==> src/pkg/trig_pkg.sv <==
// constants and types shared by the trigger qualify and delay unit
// How it works
// RULE_01: qualify setting applies only to external lines
// RULE_02: rising mode fires on low-to-high after inversion
// RULE_03: falling mode fires on high-to-low transition
// RULE_04: any-edge mode fires on every transition
// RULE_05: level-high mode valid while signal stays high
// RULE_06: level-low mode valid while signal stays low
// RULE_07: edges for timed exposure, levels set width
// RULE_08: overlap off drops frame triggers while frame active
// RULE_09: readout overlap accepts line once exposure ends
// RULE_10: source keeps overlapped exposure past prior readout
// RULE_11: prior-capture overlap latches line trigger anytime
// RULE_12: only frame triggers delayed by programmed count
// RULE_13: up to 128 in flight, extras discarded
// RULE_14: microsecond source advances once per microsecond
// RULE_15: line source counts every line pulse, even rejected
// RULE_16: line trigger rate measured, readable anytime
// RULE_17: reverse counter range kept small and bounded
// RULE_18: reverse travel regained before outputs resume
// RULE_19: reverse counter saturates, never wraps
// RULE_20: motion mode pulses every step, either direction
// RULE_21: forward sense selects which phase leads
package trig_pkg;
	// clock and timebase
	localparam int unsigned CLK_PERIOD_NS  = 5;
	localparam int unsigned TICK_PERIOD_NS = 1000;
	localparam int unsigned US_CYCLES      = TICK_PERIOD_NS / CLK_PERIOD_NS;
	localparam int unsigned RATE_GATE_S    = 1;
	localparam int unsigned RATE_GATE_CYC  =
		RATE_GATE_S * 1000000000 / CLK_PERIOD_NS;

	// delay slots
	localparam int unsigned SLOT_DEPTH = 128;
	localparam int unsigned SLOT_AW    = 7;
	localparam int unsigned STAMP_W    = 32;
	localparam logic [7:0]  SLOT_FULL  = 8'h80;

	// encoder reverse tracking
	localparam logic [8:0] REV_LIMIT = 9'h100;

	// register byte offsets
	localparam logic [7:0] OFS_CTRL   = 8'h00;
	localparam logic [7:0] OFS_DELAY  = 8'h04;
	localparam logic [7:0] OFS_RATE   = 8'h08;
	localparam logic [7:0] OFS_STATUS = 8'h0C;

	// control register fields
	localparam int unsigned CTRL_W      = 13;
	localparam int unsigned F_QSEL      = 0;
	localparam int unsigned F_WIN       = 3;
	localparam int unsigned F_FOVL      = 5;
	localparam int unsigned F_DSEL      = 6;
	localparam int unsigned F_GMODE     = 7;
	localparam int unsigned F_FSENSE    = 8;
	localparam int unsigned F_INV       = 9;
	localparam int unsigned F_LSRC      = 10;
	localparam int unsigned F_FSRC      = 12;
	localparam logic [12:0] CTRL_RST    = 13'h0000;
	localparam logic [31:0] DELAY_RST   = 32'h0000_0000;

	// status register fields
	localparam int unsigned F_PEND = 0;
	localparam int unsigned F_DROP = 8;
	localparam int unsigned F_REV  = 16;

	// pin indices in the synchroniser
	localparam int unsigned PIN_LINE  = 0;
	localparam int unsigned PIN_FRAME = 1;
	localparam int unsigned PIN_A     = 2;
	localparam int unsigned PIN_B     = 3;

	typedef enum logic [2:0] {
		QUAL_RISE = 3'b000,
		QUAL_FALL = 3'b001,
		QUAL_ANY  = 3'b010,
		QUAL_HIGH = 3'b011,
		QUAL_LOW  = 3'b100
	} trig_qualify_select_t;

	typedef enum logic [1:0] {
		WIN_OFF     = 2'b00,
		WIN_READOUT = 2'b01,
		WIN_PRIOR   = 2'b10
	} accept_window_select_t;

	localparam logic [1:0] LSRC_PIN = 2'h0;
	localparam logic [1:0] LSRC_INT = 2'h1;
	localparam logic [1:0] LSRC_ENC = 2'h2;
endpackage

==> src/core/slot_mem.sv <==
// stamp memory for the frame trigger delay slots
`timescale 1ns/1ps
module slot_mem (
	input  wire logic                         clk_sys_i, // system clock
	input  wire logic                         sys_rst_i, // async reset
	input  wire logic                         we_i,      // write strobe
	input  wire logic [trig_pkg::SLOT_AW-1:0] waddr_i,   // write slot
	input  wire logic [trig_pkg::STAMP_W-1:0] wdata_i,   // due stamp
	input  wire logic [trig_pkg::SLOT_AW-1:0] raddr_i,   // read slot
	output logic      [trig_pkg::STAMP_W-1:0] rdata_o    // registered
);
	logic [trig_pkg::STAMP_W-1:0] mem [trig_pkg::SLOT_DEPTH];

	// array kept without reset so it maps onto block ram
	always_ff @(posedge clk_sys_i) begin
		if (we_i) begin
			mem[waddr_i] <= wdata_i;
		end
	end

	// read is one cycle late; the owner waits for it to settle
	always_ff @(posedge clk_sys_i or posedge sys_rst_i) begin
		if (sys_rst_i) begin
			rdata_o <= '0;
		end else begin
			rdata_o <= mem[raddr_i];
		end
	end
endmodule

==> src/core/trig_unit.sv <==
// trigger qualify, accept, delay, rate and encoder gating unit
//
// The register offsets and the APB register port were left to the implementer.
`timescale 1ns/1ps
module trig_unit #(
	parameter int unsigned GATE_CYC = trig_pkg::RATE_GATE_CYC
) (
	input  wire logic        clk_sys_i,        // system clock
	input  wire logic        sys_rst_i,        // async reset
	input  wire logic        psel_i,           // apb select
	input  wire logic        penable_i,        // apb access phase
	input  wire logic        pwrite_i,         // apb direction
	input  wire logic [7:0]  paddr_i,          // apb byte address
	input  wire logic [31:0] pwdata_i,         // apb write data
	output logic             pready_o,         // apb ready
	output logic      [31:0] prdata_o,         // apb read data
	output logic             pslverr_o,        // apb error
	input  wire logic        line_pin_i,       // external line pin
	input  wire logic        frame_pin_i,      // external frame pin
	input  wire logic        enc_a_i,          // encoder phase a pin
	input  wire logic        enc_b_i,          // encoder phase b pin
	input  wire logic        int_line_i,       // internal line pulse
	input  wire logic        int_frame_i,      // internal frame pulse
	input  wire logic        exposure_active_i, // exposure running
	input  wire logic        readout_active_i, // readout running
	input  wire logic        frame_active_i,   // frame running
	output logic             line_trig_o,      // accepted line trig
	output logic             delayed_trigger_out_o, // delayed frame
	output logic             enc_trig_o        // gated encoder step
);
	typedef struct packed {
		// pin synchroniser stages, stable value and last stable value
		logic [3:0]  s1;
		logic [3:0]  s2;
		logic [3:0]  s3;
		logic [3:0]  stab;
		logic [3:0]  prev;
		// software-visible settings
		logic [trig_pkg::CTRL_W-1:0] ctrl;
		logic [31:0] delay;
		// line channel state
		logic        pend;
		logic        lvl;
		logic        line_out;
		logic        enc_out;
		// encoder reverse distance, saturating
		logic [8:0]  rev;
		// delay timebase and slot ring
		logic [7:0]  usdiv;
		logic [31:0] tcount;
		logic [6:0]  wptr;
		logic [6:0]  rptr;
		logic [7:0]  cnt;
		logic [1:0]  stale;
		logic [7:0]  drops;
		// delayed trigger pulse
		logic        fire;
		// rate measurement
		logic [31:0] gate;
		logic [31:0] pcount;
		logic [31:0] rate;
		// registered apb answer
		logic        pready;
		logic [31:0] prdata;
		logic        pslverr;
	} state_t;

	state_t        st_ff;
	state_t        nxt_st;
	logic          mem_we;
	logic [6:0]    mem_waddr;
	logic [31:0]   mem_wdata;
	logic [31:0]   mem_rdata;

	// edge or level start for one stable signal
	function automatic logic qual_event(input logic [2:0] m,
			input logic cur, input logic old);
		logic ev;
		ev = 1'b0;
		case (m)
			trig_pkg::QUAL_RISE: ev = cur & ~old;  // [RULE_02]
			trig_pkg::QUAL_FALL: ev = ~cur & old;  // [RULE_03]
			trig_pkg::QUAL_ANY:  ev = cur ^ old;   // [RULE_04]
			// level modes start on the edge into the valid level;
			// holding the level is left to the caller
			trig_pkg::QUAL_HIGH: ev = cur & ~old;
			trig_pkg::QUAL_LOW:  ev = ~cur & old;
			default:             ev = 1'b0;
		endcase
		return ev;
	endfunction

	slot_mem u_slot_mem (
		.clk_sys_i (clk_sys_i),
		.sys_rst_i (sys_rst_i),
		.we_i      (mem_we),
		.waddr_i   (mem_waddr),
		.wdata_i   (mem_wdata),
		.raddr_i   (st_ff.rptr),
		.rdata_o   (mem_rdata)
	);

	// whole next-state computation
	always_comb begin
		logic [2:0]  qsel;
		logic [1:0]  win;
		logic [1:0]  lsrc;
		logic        is_lvl;
		logic        l_cur;
		logic        l_old;
		logic        l_ev;
		logic        l_valid;
		logic        busy;
		logic        f_cur;
		logic        f_old;
		logic        f_ev;
		logic        f_acc;
		logic        tick;
		logic        pop;
		logic        push;
		logic [31:0] diff;
		logic        a_old;
		logic        b_new;
		logic        step;
		logic        fwd;
		logic        acc;
		logic [31:0] rd;
		logic        hit;
		nxt_st  = st_ff;
		qsel    = st_ff.ctrl[trig_pkg::F_QSEL +: 3];
		win     = st_ff.ctrl[trig_pkg::F_WIN +: 2];
		lsrc    = st_ff.ctrl[trig_pkg::F_LSRC +: 2];
		is_lvl  = (qsel == trig_pkg::QUAL_HIGH) ||
			(qsel == trig_pkg::QUAL_LOW);
		l_ev    = 1'b0;
		l_valid = 1'b0;
		f_ev    = 1'b0;
		rd      = 32'h0000_0000;
		hit     = 1'b1;
		// locals start at a known value so no path leaves a latch
		l_cur   = 1'b0;
		l_old   = 1'b0;
		busy    = 1'b0;
		f_cur   = 1'b0;
		f_old   = 1'b0;
		f_acc   = 1'b0;
		tick    = 1'b0;
		pop     = 1'b0;
		push    = 1'b0;
		diff    = 32'h0000_0000;
		a_old   = 1'b0;
		b_new   = 1'b0;
		step    = 1'b0;
		fwd     = 1'b0;
		acc     = 1'b0;

		// three-stage sync; a change counts once stages two and three agree
		nxt_st.s1   = {enc_b_i, enc_a_i, frame_pin_i, line_pin_i};
		nxt_st.s2   = st_ff.s1;
		nxt_st.s3   = st_ff.s2;
		nxt_st.stab = (st_ff.s2 & st_ff.s3) |
			(st_ff.stab & (st_ff.s2 ^ st_ff.s3));
		nxt_st.prev = st_ff.stab;

		// line channel: pin after inversion, internal or encoder step
		l_cur = st_ff.stab[trig_pkg::PIN_LINE] ^ st_ff.ctrl[trig_pkg::F_INV];
		l_old = st_ff.prev[trig_pkg::PIN_LINE] ^ st_ff.ctrl[trig_pkg::F_INV];
		if (lsrc == trig_pkg::LSRC_PIN) begin
			l_ev    = qual_event(qsel, l_cur, l_old);     // [RULE_02]
			l_valid = (qsel == trig_pkg::QUAL_HIGH) ? l_cur // [RULE_05]
				: ~l_cur;                                 // [RULE_06]
		end else if (lsrc == trig_pkg::LSRC_INT) begin
			l_ev = int_line_i;                            // [RULE_01]
		end else if (lsrc == trig_pkg::LSRC_ENC) begin
			l_ev = st_ff.enc_out;                         // [RULE_01]
		end

		// busy window for a new line depends on the overlap choice
		// prior-capture window keeps the full busy span but latches one
		// trigger; further ones in that span are dropped
		case (win)
			trig_pkg::WIN_READOUT: busy = exposure_active_i; // [RULE_09]
			trig_pkg::WIN_PRIOR:   busy = exposure_active_i | readout_active_i;
			default:               busy = exposure_active_i | readout_active_i;
		endcase

		// level modes let the pulse width set exposure; edges pulse once
		nxt_st.line_out = 1'b0;
		if (is_lvl && lsrc == trig_pkg::LSRC_PIN) begin
			if (st_ff.lvl) begin
				nxt_st.lvl = l_valid;                     // [RULE_07]
			end else begin
				nxt_st.lvl = l_ev & ~busy;                // [RULE_05] [RULE_06]
			end
			nxt_st.line_out = nxt_st.lvl;
			nxt_st.pend     = 1'b0;
		end else begin
			nxt_st.lvl = 1'b0;
			if (l_ev && !busy) begin
				nxt_st.line_out = 1'b1;                   // [RULE_07]
			end else if (l_ev && win == trig_pkg::WIN_PRIOR) begin
				nxt_st.pend = 1'b1;                       // [RULE_11]
			end else if (st_ff.pend && !busy) begin
				nxt_st.line_out = 1'b1;                   // [RULE_11]
				nxt_st.pend     = 1'b0;
			end
		end

		// frame channel; internal source is taken as is
		f_cur = st_ff.stab[trig_pkg::PIN_FRAME];
		f_old = st_ff.prev[trig_pkg::PIN_FRAME];
		if (st_ff.ctrl[trig_pkg::F_FSRC]) begin
			f_ev = int_frame_i;                           // [RULE_01]
		end else begin
			f_ev = qual_event(qsel, f_cur, f_old);        // [RULE_03] [RULE_04]
		end
		// frame pin shares the qualify mode but has no inverter
		f_acc = f_ev & (st_ff.ctrl[trig_pkg::F_FOVL] | ~frame_active_i); // [RULE_08]

		// delay timebase: microsecond tick or every line pulse seen
		if (st_ff.usdiv == 8'(trig_pkg::US_CYCLES - 1)) begin
			nxt_st.usdiv = 8'h00;
		end else begin
			nxt_st.usdiv = st_ff.usdiv + 8'h01;
		end
		// the line tick uses every qualified line event, taken or refused
		tick = st_ff.ctrl[trig_pkg::F_DSEL] ? l_ev        // [RULE_15]
			: (st_ff.usdiv == 8'(trig_pkg::US_CYCLES - 1)); // [RULE_14]
		nxt_st.tcount = st_ff.tcount + {31'h0000_0000, tick};

		// head slot fires once its due stamp is reached
		// signed difference keeps the compare right across stamp wrap,
		// as long as no delay exceeds half the counter range
		diff = st_ff.tcount - mem_rdata;
		pop  = (st_ff.cnt != 8'h00) && (st_ff.stale == 2'h0) && !diff[31]; // [RULE_12]
		push = f_acc && (st_ff.cnt != trig_pkg::SLOT_FULL);   // [RULE_13]
		nxt_st.fire = pop;
		if (f_acc && !push) begin
			nxt_st.drops = st_ff.drops + 8'h01;               // [RULE_13]
		end
		// the stamp written with the push is absolute, not a countdown
		mem_we    = push;
		mem_waddr = st_ff.wptr;
		mem_wdata = st_ff.tcount + st_ff.delay;               // [RULE_12]
		if (push) begin
			nxt_st.wptr = st_ff.wptr + 7'h01;
		end
		if (pop) begin
			nxt_st.rptr = st_ff.rptr + 7'h01;
		end
		// count is one bit wider than the pointers, telling full from empty
		nxt_st.cnt = st_ff.cnt + {7'h00, push} - {7'h00, pop};
		// memory read is registered, so the head needs two settling cycles
		if (pop || (push && st_ff.cnt == 8'h00)) begin
			nxt_st.stale = 2'h2;
		end else if (st_ff.stale != 2'h0) begin
			nxt_st.stale = st_ff.stale - 2'h1;
		end

		// pulses reaching the line stage counted over a fixed gate
		// the rate lags by up to one gate; a shorter gate reacts faster
		// but reads with coarser resolution
		if (st_ff.gate == GATE_CYC - 1) begin
			nxt_st.gate   = 32'h0000_0000;
			nxt_st.rate   = st_ff.pcount + {31'h0000_0000, l_ev}; // [RULE_16]
			nxt_st.pcount = 32'h0000_0000;
		end else begin
			nxt_st.gate   = st_ff.gate + 32'h0000_0001;
			nxt_st.pcount = st_ff.pcount + {31'h0000_0000, l_ev}; // [RULE_16]
		end

		// quadrature step; exactly one phase must change
		// a bounce of one phase gives a step each way: it cancels in
		// position mode but yields two pulses in motion mode
		a_old = st_ff.prev[trig_pkg::PIN_A];
		b_new = st_ff.stab[trig_pkg::PIN_B];
		step  = ^(st_ff.stab[3:2] ^ st_ff.prev[3:2]);
		// a_old ^ b_new is set when phase b leads, i.e. clockwise
		fwd   = (a_old ^ b_new) ^ st_ff.ctrl[trig_pkg::F_FSENSE]; // [RULE_21]
		nxt_st.enc_out = 1'b0;
		if (step) begin
			if (!st_ff.ctrl[trig_pkg::F_GMODE]) begin
				nxt_st.enc_out = 1'b1;                        // [RULE_20]
			end else if (!fwd) begin
				if (st_ff.rev != trig_pkg::REV_LIMIT) begin
					nxt_st.rev = st_ff.rev + 9'h001;          // [RULE_17] [RULE_19]
				end
			end else if (st_ff.rev != 9'h000) begin
				nxt_st.rev = st_ff.rev - 9'h001;              // [RULE_18]
			end else begin
				nxt_st.enc_out = 1'b1;                        // [RULE_18]
			end
		end
		if (!st_ff.ctrl[trig_pkg::F_GMODE]) begin
			nxt_st.rev = 9'h000;                              // [RULE_20]
		end

		// apb slave: answer one cycle into the access phase
		// exactly one wait state is always added; the answer stands one cycle only
		acc = psel_i & penable_i & ~st_ff.pready;
		case (paddr_i)
			trig_pkg::OFS_CTRL:   rd = {19'h00000, st_ff.ctrl};
			trig_pkg::OFS_DELAY:  rd = st_ff.delay;
			trig_pkg::OFS_RATE:   rd = st_ff.rate;
			trig_pkg::OFS_STATUS: begin
				rd[trig_pkg::F_PEND +: 8] = st_ff.cnt;
				rd[trig_pkg::F_DROP +: 8] = st_ff.drops;
				rd[trig_pkg::F_REV +: 9]  = st_ff.rev;
			end
			default:              hit = 1'b0;
		endcase
		nxt_st.pready  = acc;
		nxt_st.pslverr = acc & ~hit;
		nxt_st.prdata  = (acc && !pwrite_i) ? rd : 32'h0000_0000;
		// write commits at the edge that samples pready high
		if (psel_i && penable_i && st_ff.pready && pwrite_i) begin
			if (paddr_i == trig_pkg::OFS_CTRL) begin
				nxt_st.ctrl = pwdata_i[trig_pkg::CTRL_W-1:0];
			end else if (paddr_i == trig_pkg::OFS_DELAY) begin
				nxt_st.delay = pwdata_i;
			end
		end
	end

	// single state register
	always_ff @(posedge clk_sys_i or posedge sys_rst_i) begin
		if (sys_rst_i) begin
			// settings take their reset values; everything else clears
			st_ff       <= '0;
			st_ff.ctrl  <= trig_pkg::CTRL_RST;
			st_ff.delay <= trig_pkg::DELAY_RST;
		end else begin
			st_ff <= nxt_st;
		end
	end

	// outputs come straight from the state register
	assign pready_o              = st_ff.pready;
	assign prdata_o              = st_ff.prdata;
	assign pslverr_o             = st_ff.pslverr;
	assign line_trig_o           = st_ff.line_out;
	assign delayed_trigger_out_o = st_ff.fire;
	assign enc_trig_o            = st_ff.enc_out;
endmodule

==> config.mk <==
export PLATFORM = sky130hd
export DESIGN_NAME = trig_unit
export DESIGN_NICKNAME = d
export VERILOG_FILES = /design/src/pkg/trig_pkg.sv /design/src/core/slot_mem.sv /design/src/core/trig_unit.sv
export SDC_FILE = /design/constraint.sdc
export NUM_CORES = 2
export LEC_CHECK = 0
export ABC_CLOCK_PERIOD_IN_PS = 7750
export BUFFER_PORTS_ARGS = -buffer_cell sky130_fd_sc_hd__buf_2
export CAP_MARGIN = 15
export CORE_MARGIN = 5
export CORE_UTILIZATION = 25
export DETAILED_ROUTE_END_ITERATION = 7
export MAX_ROUTING_LAYER = met4
export PLACE_DENSITY = 0.52
export SKIP_LAST_GASP = 1
export SYNTH_ARGS = -nofsm -noshare
export SYNTH_HDL_FRONTEND = slang
export SYNTH_HIERARCHICAL = 1
export SYNTH_SLANG_ARGS = --single-unit
==> constraint.sdc <==
create_clock -name clk_sys_i -period 7.75 [get_ports clk_sys_i]
set_clock_uncertainty 0.15 [all_clocks]
set_input_delay 0 -clock clk_sys_i [delete_from_list [all_inputs] [get_ports clk_sys_i]]
set_output_delay 0 -clock clk_sys_i [all_outputs]
set_load 0.03 [all_outputs]
==> results.sh <==
export IMPL_grt_usage_pct=12.8
export IMPL_cts_htree_levels=5
export IMPL_io_pins=91
export IMPL_slowest_stage="nor2_4"
export IMPL_rsz0062_at_grt="false"
export IMPL_ys_types=70
export IMPL_setup_viol=0
export IMPL_first_pass_iters=5
export IMPL_crit_chain="inv_1 -> ha_1 -> nor2_1 -> a21oi_1 -> a211oi_1 -> o311ai_1 -> dlygate4sd3_1 -> a21oi_2 -> buf_4 -> nand3_2 -> nor2_4 -> buf_4"
export IMPL_cts_buffers=426
export IMPL_vias=79770
export IMPL_crit_path_max_fanout=20
export IMPL_areaGrowthSynthToFinish_pct=16.6
export IMPL_syn_cell_area_um2=172000
export IMPL_fin_crit_ns=6.22
export IMPL_rows=304
export IMPL_hold_ws_ns=0.0974
export IMPL_tritoncts="built"
export IMPL_status="finished, final reports clean"
export IMPL_avgSynthCellArea_um2=23.1
export IMPL_max_cap_viol_count=0
export IMPL_drtIter0Drc=8461
export IMPL_p_per_area_nw_per_um2=288
export IMPL_grt_max_degree=171
export IMPL_period_share_pct=80.2
export IMPL_cts_setup_buffers=0
export IMPL_path_common_cell="buf_4"
export IMPL_synth_ff_latch_count=4409
export IMPL_setup_ws_ns=1.53
export IMPL_gp_congestion=0.806
export IMPL_grt_ovfl_total=0
export IMPL_coreArea_um2=685000
export IMPL_cpPeakStageDelay_ns=1.21
export IMPL_fin_tns_setup_ns=0
export IMPL_initial_core_util_pct=25.1
export IMPL_worstSetupEndpointType="register"
export IMPL_worstPathRequired_ns=8.24
export IMPL_clk_pin_slew_ns=0.06
export IMPL_drc=0
export IMPL_worstSetupPathType="register to register"
export IMPL_synth_area_top_cells="edfxtp_1 72%, mux4_2 18%, dfrtp_1 4.6%"
export IMPL_wl_mm=451
export IMPL_grt_antenna_before_repair=48
export IMPL_synthArstFlopShare_pct=7.10
export IMPL_die_area_um2=703000
export IMPL_yosys_warnings=6
export IMPL_cts_root_buffer="clkbuf_16"
export IMPL_startpoint_type="register"
export IMPL_drv_slew=0
export IMPL_final_antenna_net_count=0
export IMPL_port_buffers=90
export IMPL_synth_edf_count=4096
export IMPL_synthCells=7437
export IMPL_yosysSeqAreaShare_pct=76.3
export IMPL_cts_resized=0
export IMPL_grt_pass1_wl_mm=639
export IMPL_cts_sinks=4409
export IMPL_vias_per_cell=4.60
export IMPL_arrival_ns=6.71
export IMPL_post_place_ws_ns=2.21
export IMPL_die_y_um=838
export IMPL_yosys_most_used_dff="edfxtp_1"
export IMPL_relSlewSlack_pct=17.8
export IMPL_post_dp_hpwl_mm=260
export IMPL_tightest_slew_ns=1.23
export IMPL_wl_per_cell_um=26.0
export IMPL_yosys_area_top_type="edfxtp_1"
export IMPL_fp_dieW_um=838
export IMPL_clk_latency_ns=1.02
export IMPL_yosysTopAreaCellShare_pct=71.7
export IMPL_hp_class="input pin to register"
export IMPL_ir_drop_mv=0.322
export IMPL_grt_pass1_vias=82732
export IMPL_post_route_cells_drive_above_1_share_pct=31.4
export IMPL_clockBufferDepth=4
export IMPL_nets=8098
export IMPL_fmax_mhz=161
export IMPL_syn_nets=7592
export IMPL_power_leakage_nw=72.2
export IMPL_hold_viol=0
-- final timing paths --
check                                      start                               end  slack (ns)  cells after the start
setup / recovery            st_ff[262]$_DFF_PP0_  u_slot_mem/mem[45][20]$_DFFE_PP_        1.53                     12
hold / removal                        line_pin_i             nxt_st[273]$_DFF_PP0_         0.1                      3
setup reg to reg            st_ff[262]$_DFF_PP0_  u_slot_mem/mem[45][20]$_DFFE_PP_        1.53                     12
hold reg to reg            nxt_st[269]$_DFF_PP0_              st_ff[269]$_DFF_PP0_        0.21                      0
max in group asynchronous              sys_rst_i            st_ff[152]$_DFFE_PP0P_        5.60                      5
min in group asynchronous              sys_rst_i  u_slot_mem/rdata_o[25]$_DFF_PP0_        0.32                      4
-- cells in the final DEF, fill, tap and decap left out, types with 83 or more instances in the layout --
cell type,Yosys,routed
edfxtp_1,4096,4096
dlygate4sd3_1,0,116
clkbuf_16,0,432
dfrtp_1,313,306
nor2_1,240,118
nor2_4,0,122
clkinv_2,0,83
ha_1,98,97
nand2_1,125,125
buf_4,34,231
mux2_2,92,92
buf_2,76,90
mux4_2,1357,1357
clkbuf_1,209,89
-- power breakdown --
group          switching [mW]  leakage [nW]  internal, mW
sequential              0.452          50.1          25.9
clock                    9.05          6.57          11.3
combinational            6.20          15.5          4.68
total                    15.7          72.2          41.8
-- layer usage --
layer  vias to the layer above  global-route usage [%]  routed length [um]
met4                         0                    3.31               11700
li1                      32400                       -                   -
met1                     44044                    16.9              190000
met3                       615                    1.77               27200
met5                         -                       -                   0
met2                      2711                    21.0              222000
-- flip-flops by register name (all words and copies together), names as in the netlist --
signal	count
u_slot_mem/rdata_o	32
enc_trig_o	1
line_trig_o	1
delayed_trigger_out_o	1
pready_o	1
pslverr_o	1
prdata_o	32
nxt_st	12
st_ff	225
mem_waddr	7
u_slot_mem/mem	4096
-- cell type report --
class	instances	area [um^2]
fillers	65972	485000
flip-flops and latches	4409	131000
well taps	9027	11300
diodes	19	47.5
clock buffers	533	11300
clock inverters	243	2180
inverters	78	299
repair buffers	470	4010
multi-input cells	2558	40000
-- cells by family (layout without fill, tap and decap cells) --
| kind of cell | after synthesis | count (layout) | synth area share (%) |
|---|---|---|---|
| multiplexers | 1454 | 1454 | 18.5 |
| AND/OR/NAND/NOR | 624 | 624 | 1.70 |
| AO/OA/AOI/OAI | 218 | 218 | 0.831 |
| XOR/XNOR | 161 | 161 | 0.822 |
| buffers and inverters | 470 | 1324 | 1.17 |
| adder cells (fa/ha/maj) | 101 | 101 | 0.750 |
| other | 0 | 19 | 0 |
| flip-flops | 4409 | 4409 | 76.3 |
-- per-stage QoR --
stage	area, um^2	cells	util (%)	power (mW)
6_report	200000	17337	29.2	57.5
2_1_floorplan	172000	7437	-	34.0
3_3_place_gp	185000	16422	27.1	37.9
3_5_place_dp	185000	16424	27.1	37.9
5_1_grt	200000	17329	29.2	59.7
4_1_cts	200000	17316	29.2	58.3
-- timing repair --
| item | CTS | global route |
|---|---|---|
| setup endpoints to repair | 0 | 0 |
| hold endpoints to repair | 424 | 0 |
| hold buffers | 116 | 0 |
-- synth_stat cells (32+ instances only) --
cell type / count
xnor2_1: 90
nand3_1: 69
o21ai_0: 54
nand2_1: 125
clkbuf_1: 209
nor2b_1: 39
mux2_2: 92
a21o_1: 35
edfxtp_1: 4096
inv_1: 78
ha_1: 98
nor2_1: 240
buf_2: 76
xor2_1: 71
a21oi_1: 50
nor3_1: 32
dfrtp_1: 313
buf_1: 71
mux4_2: 1357
buf_4: 34
-- critical path: cells and delay by family (launching register included) --
kind	cells	cell delay, ns
buf+inv	4	1.41
flops	1	0.37
simple gates	3	2.26
fa+ha+maj	1	0.31
compound gates	4	1.30
Note: power is estimated with default switching activity, not from simulation.
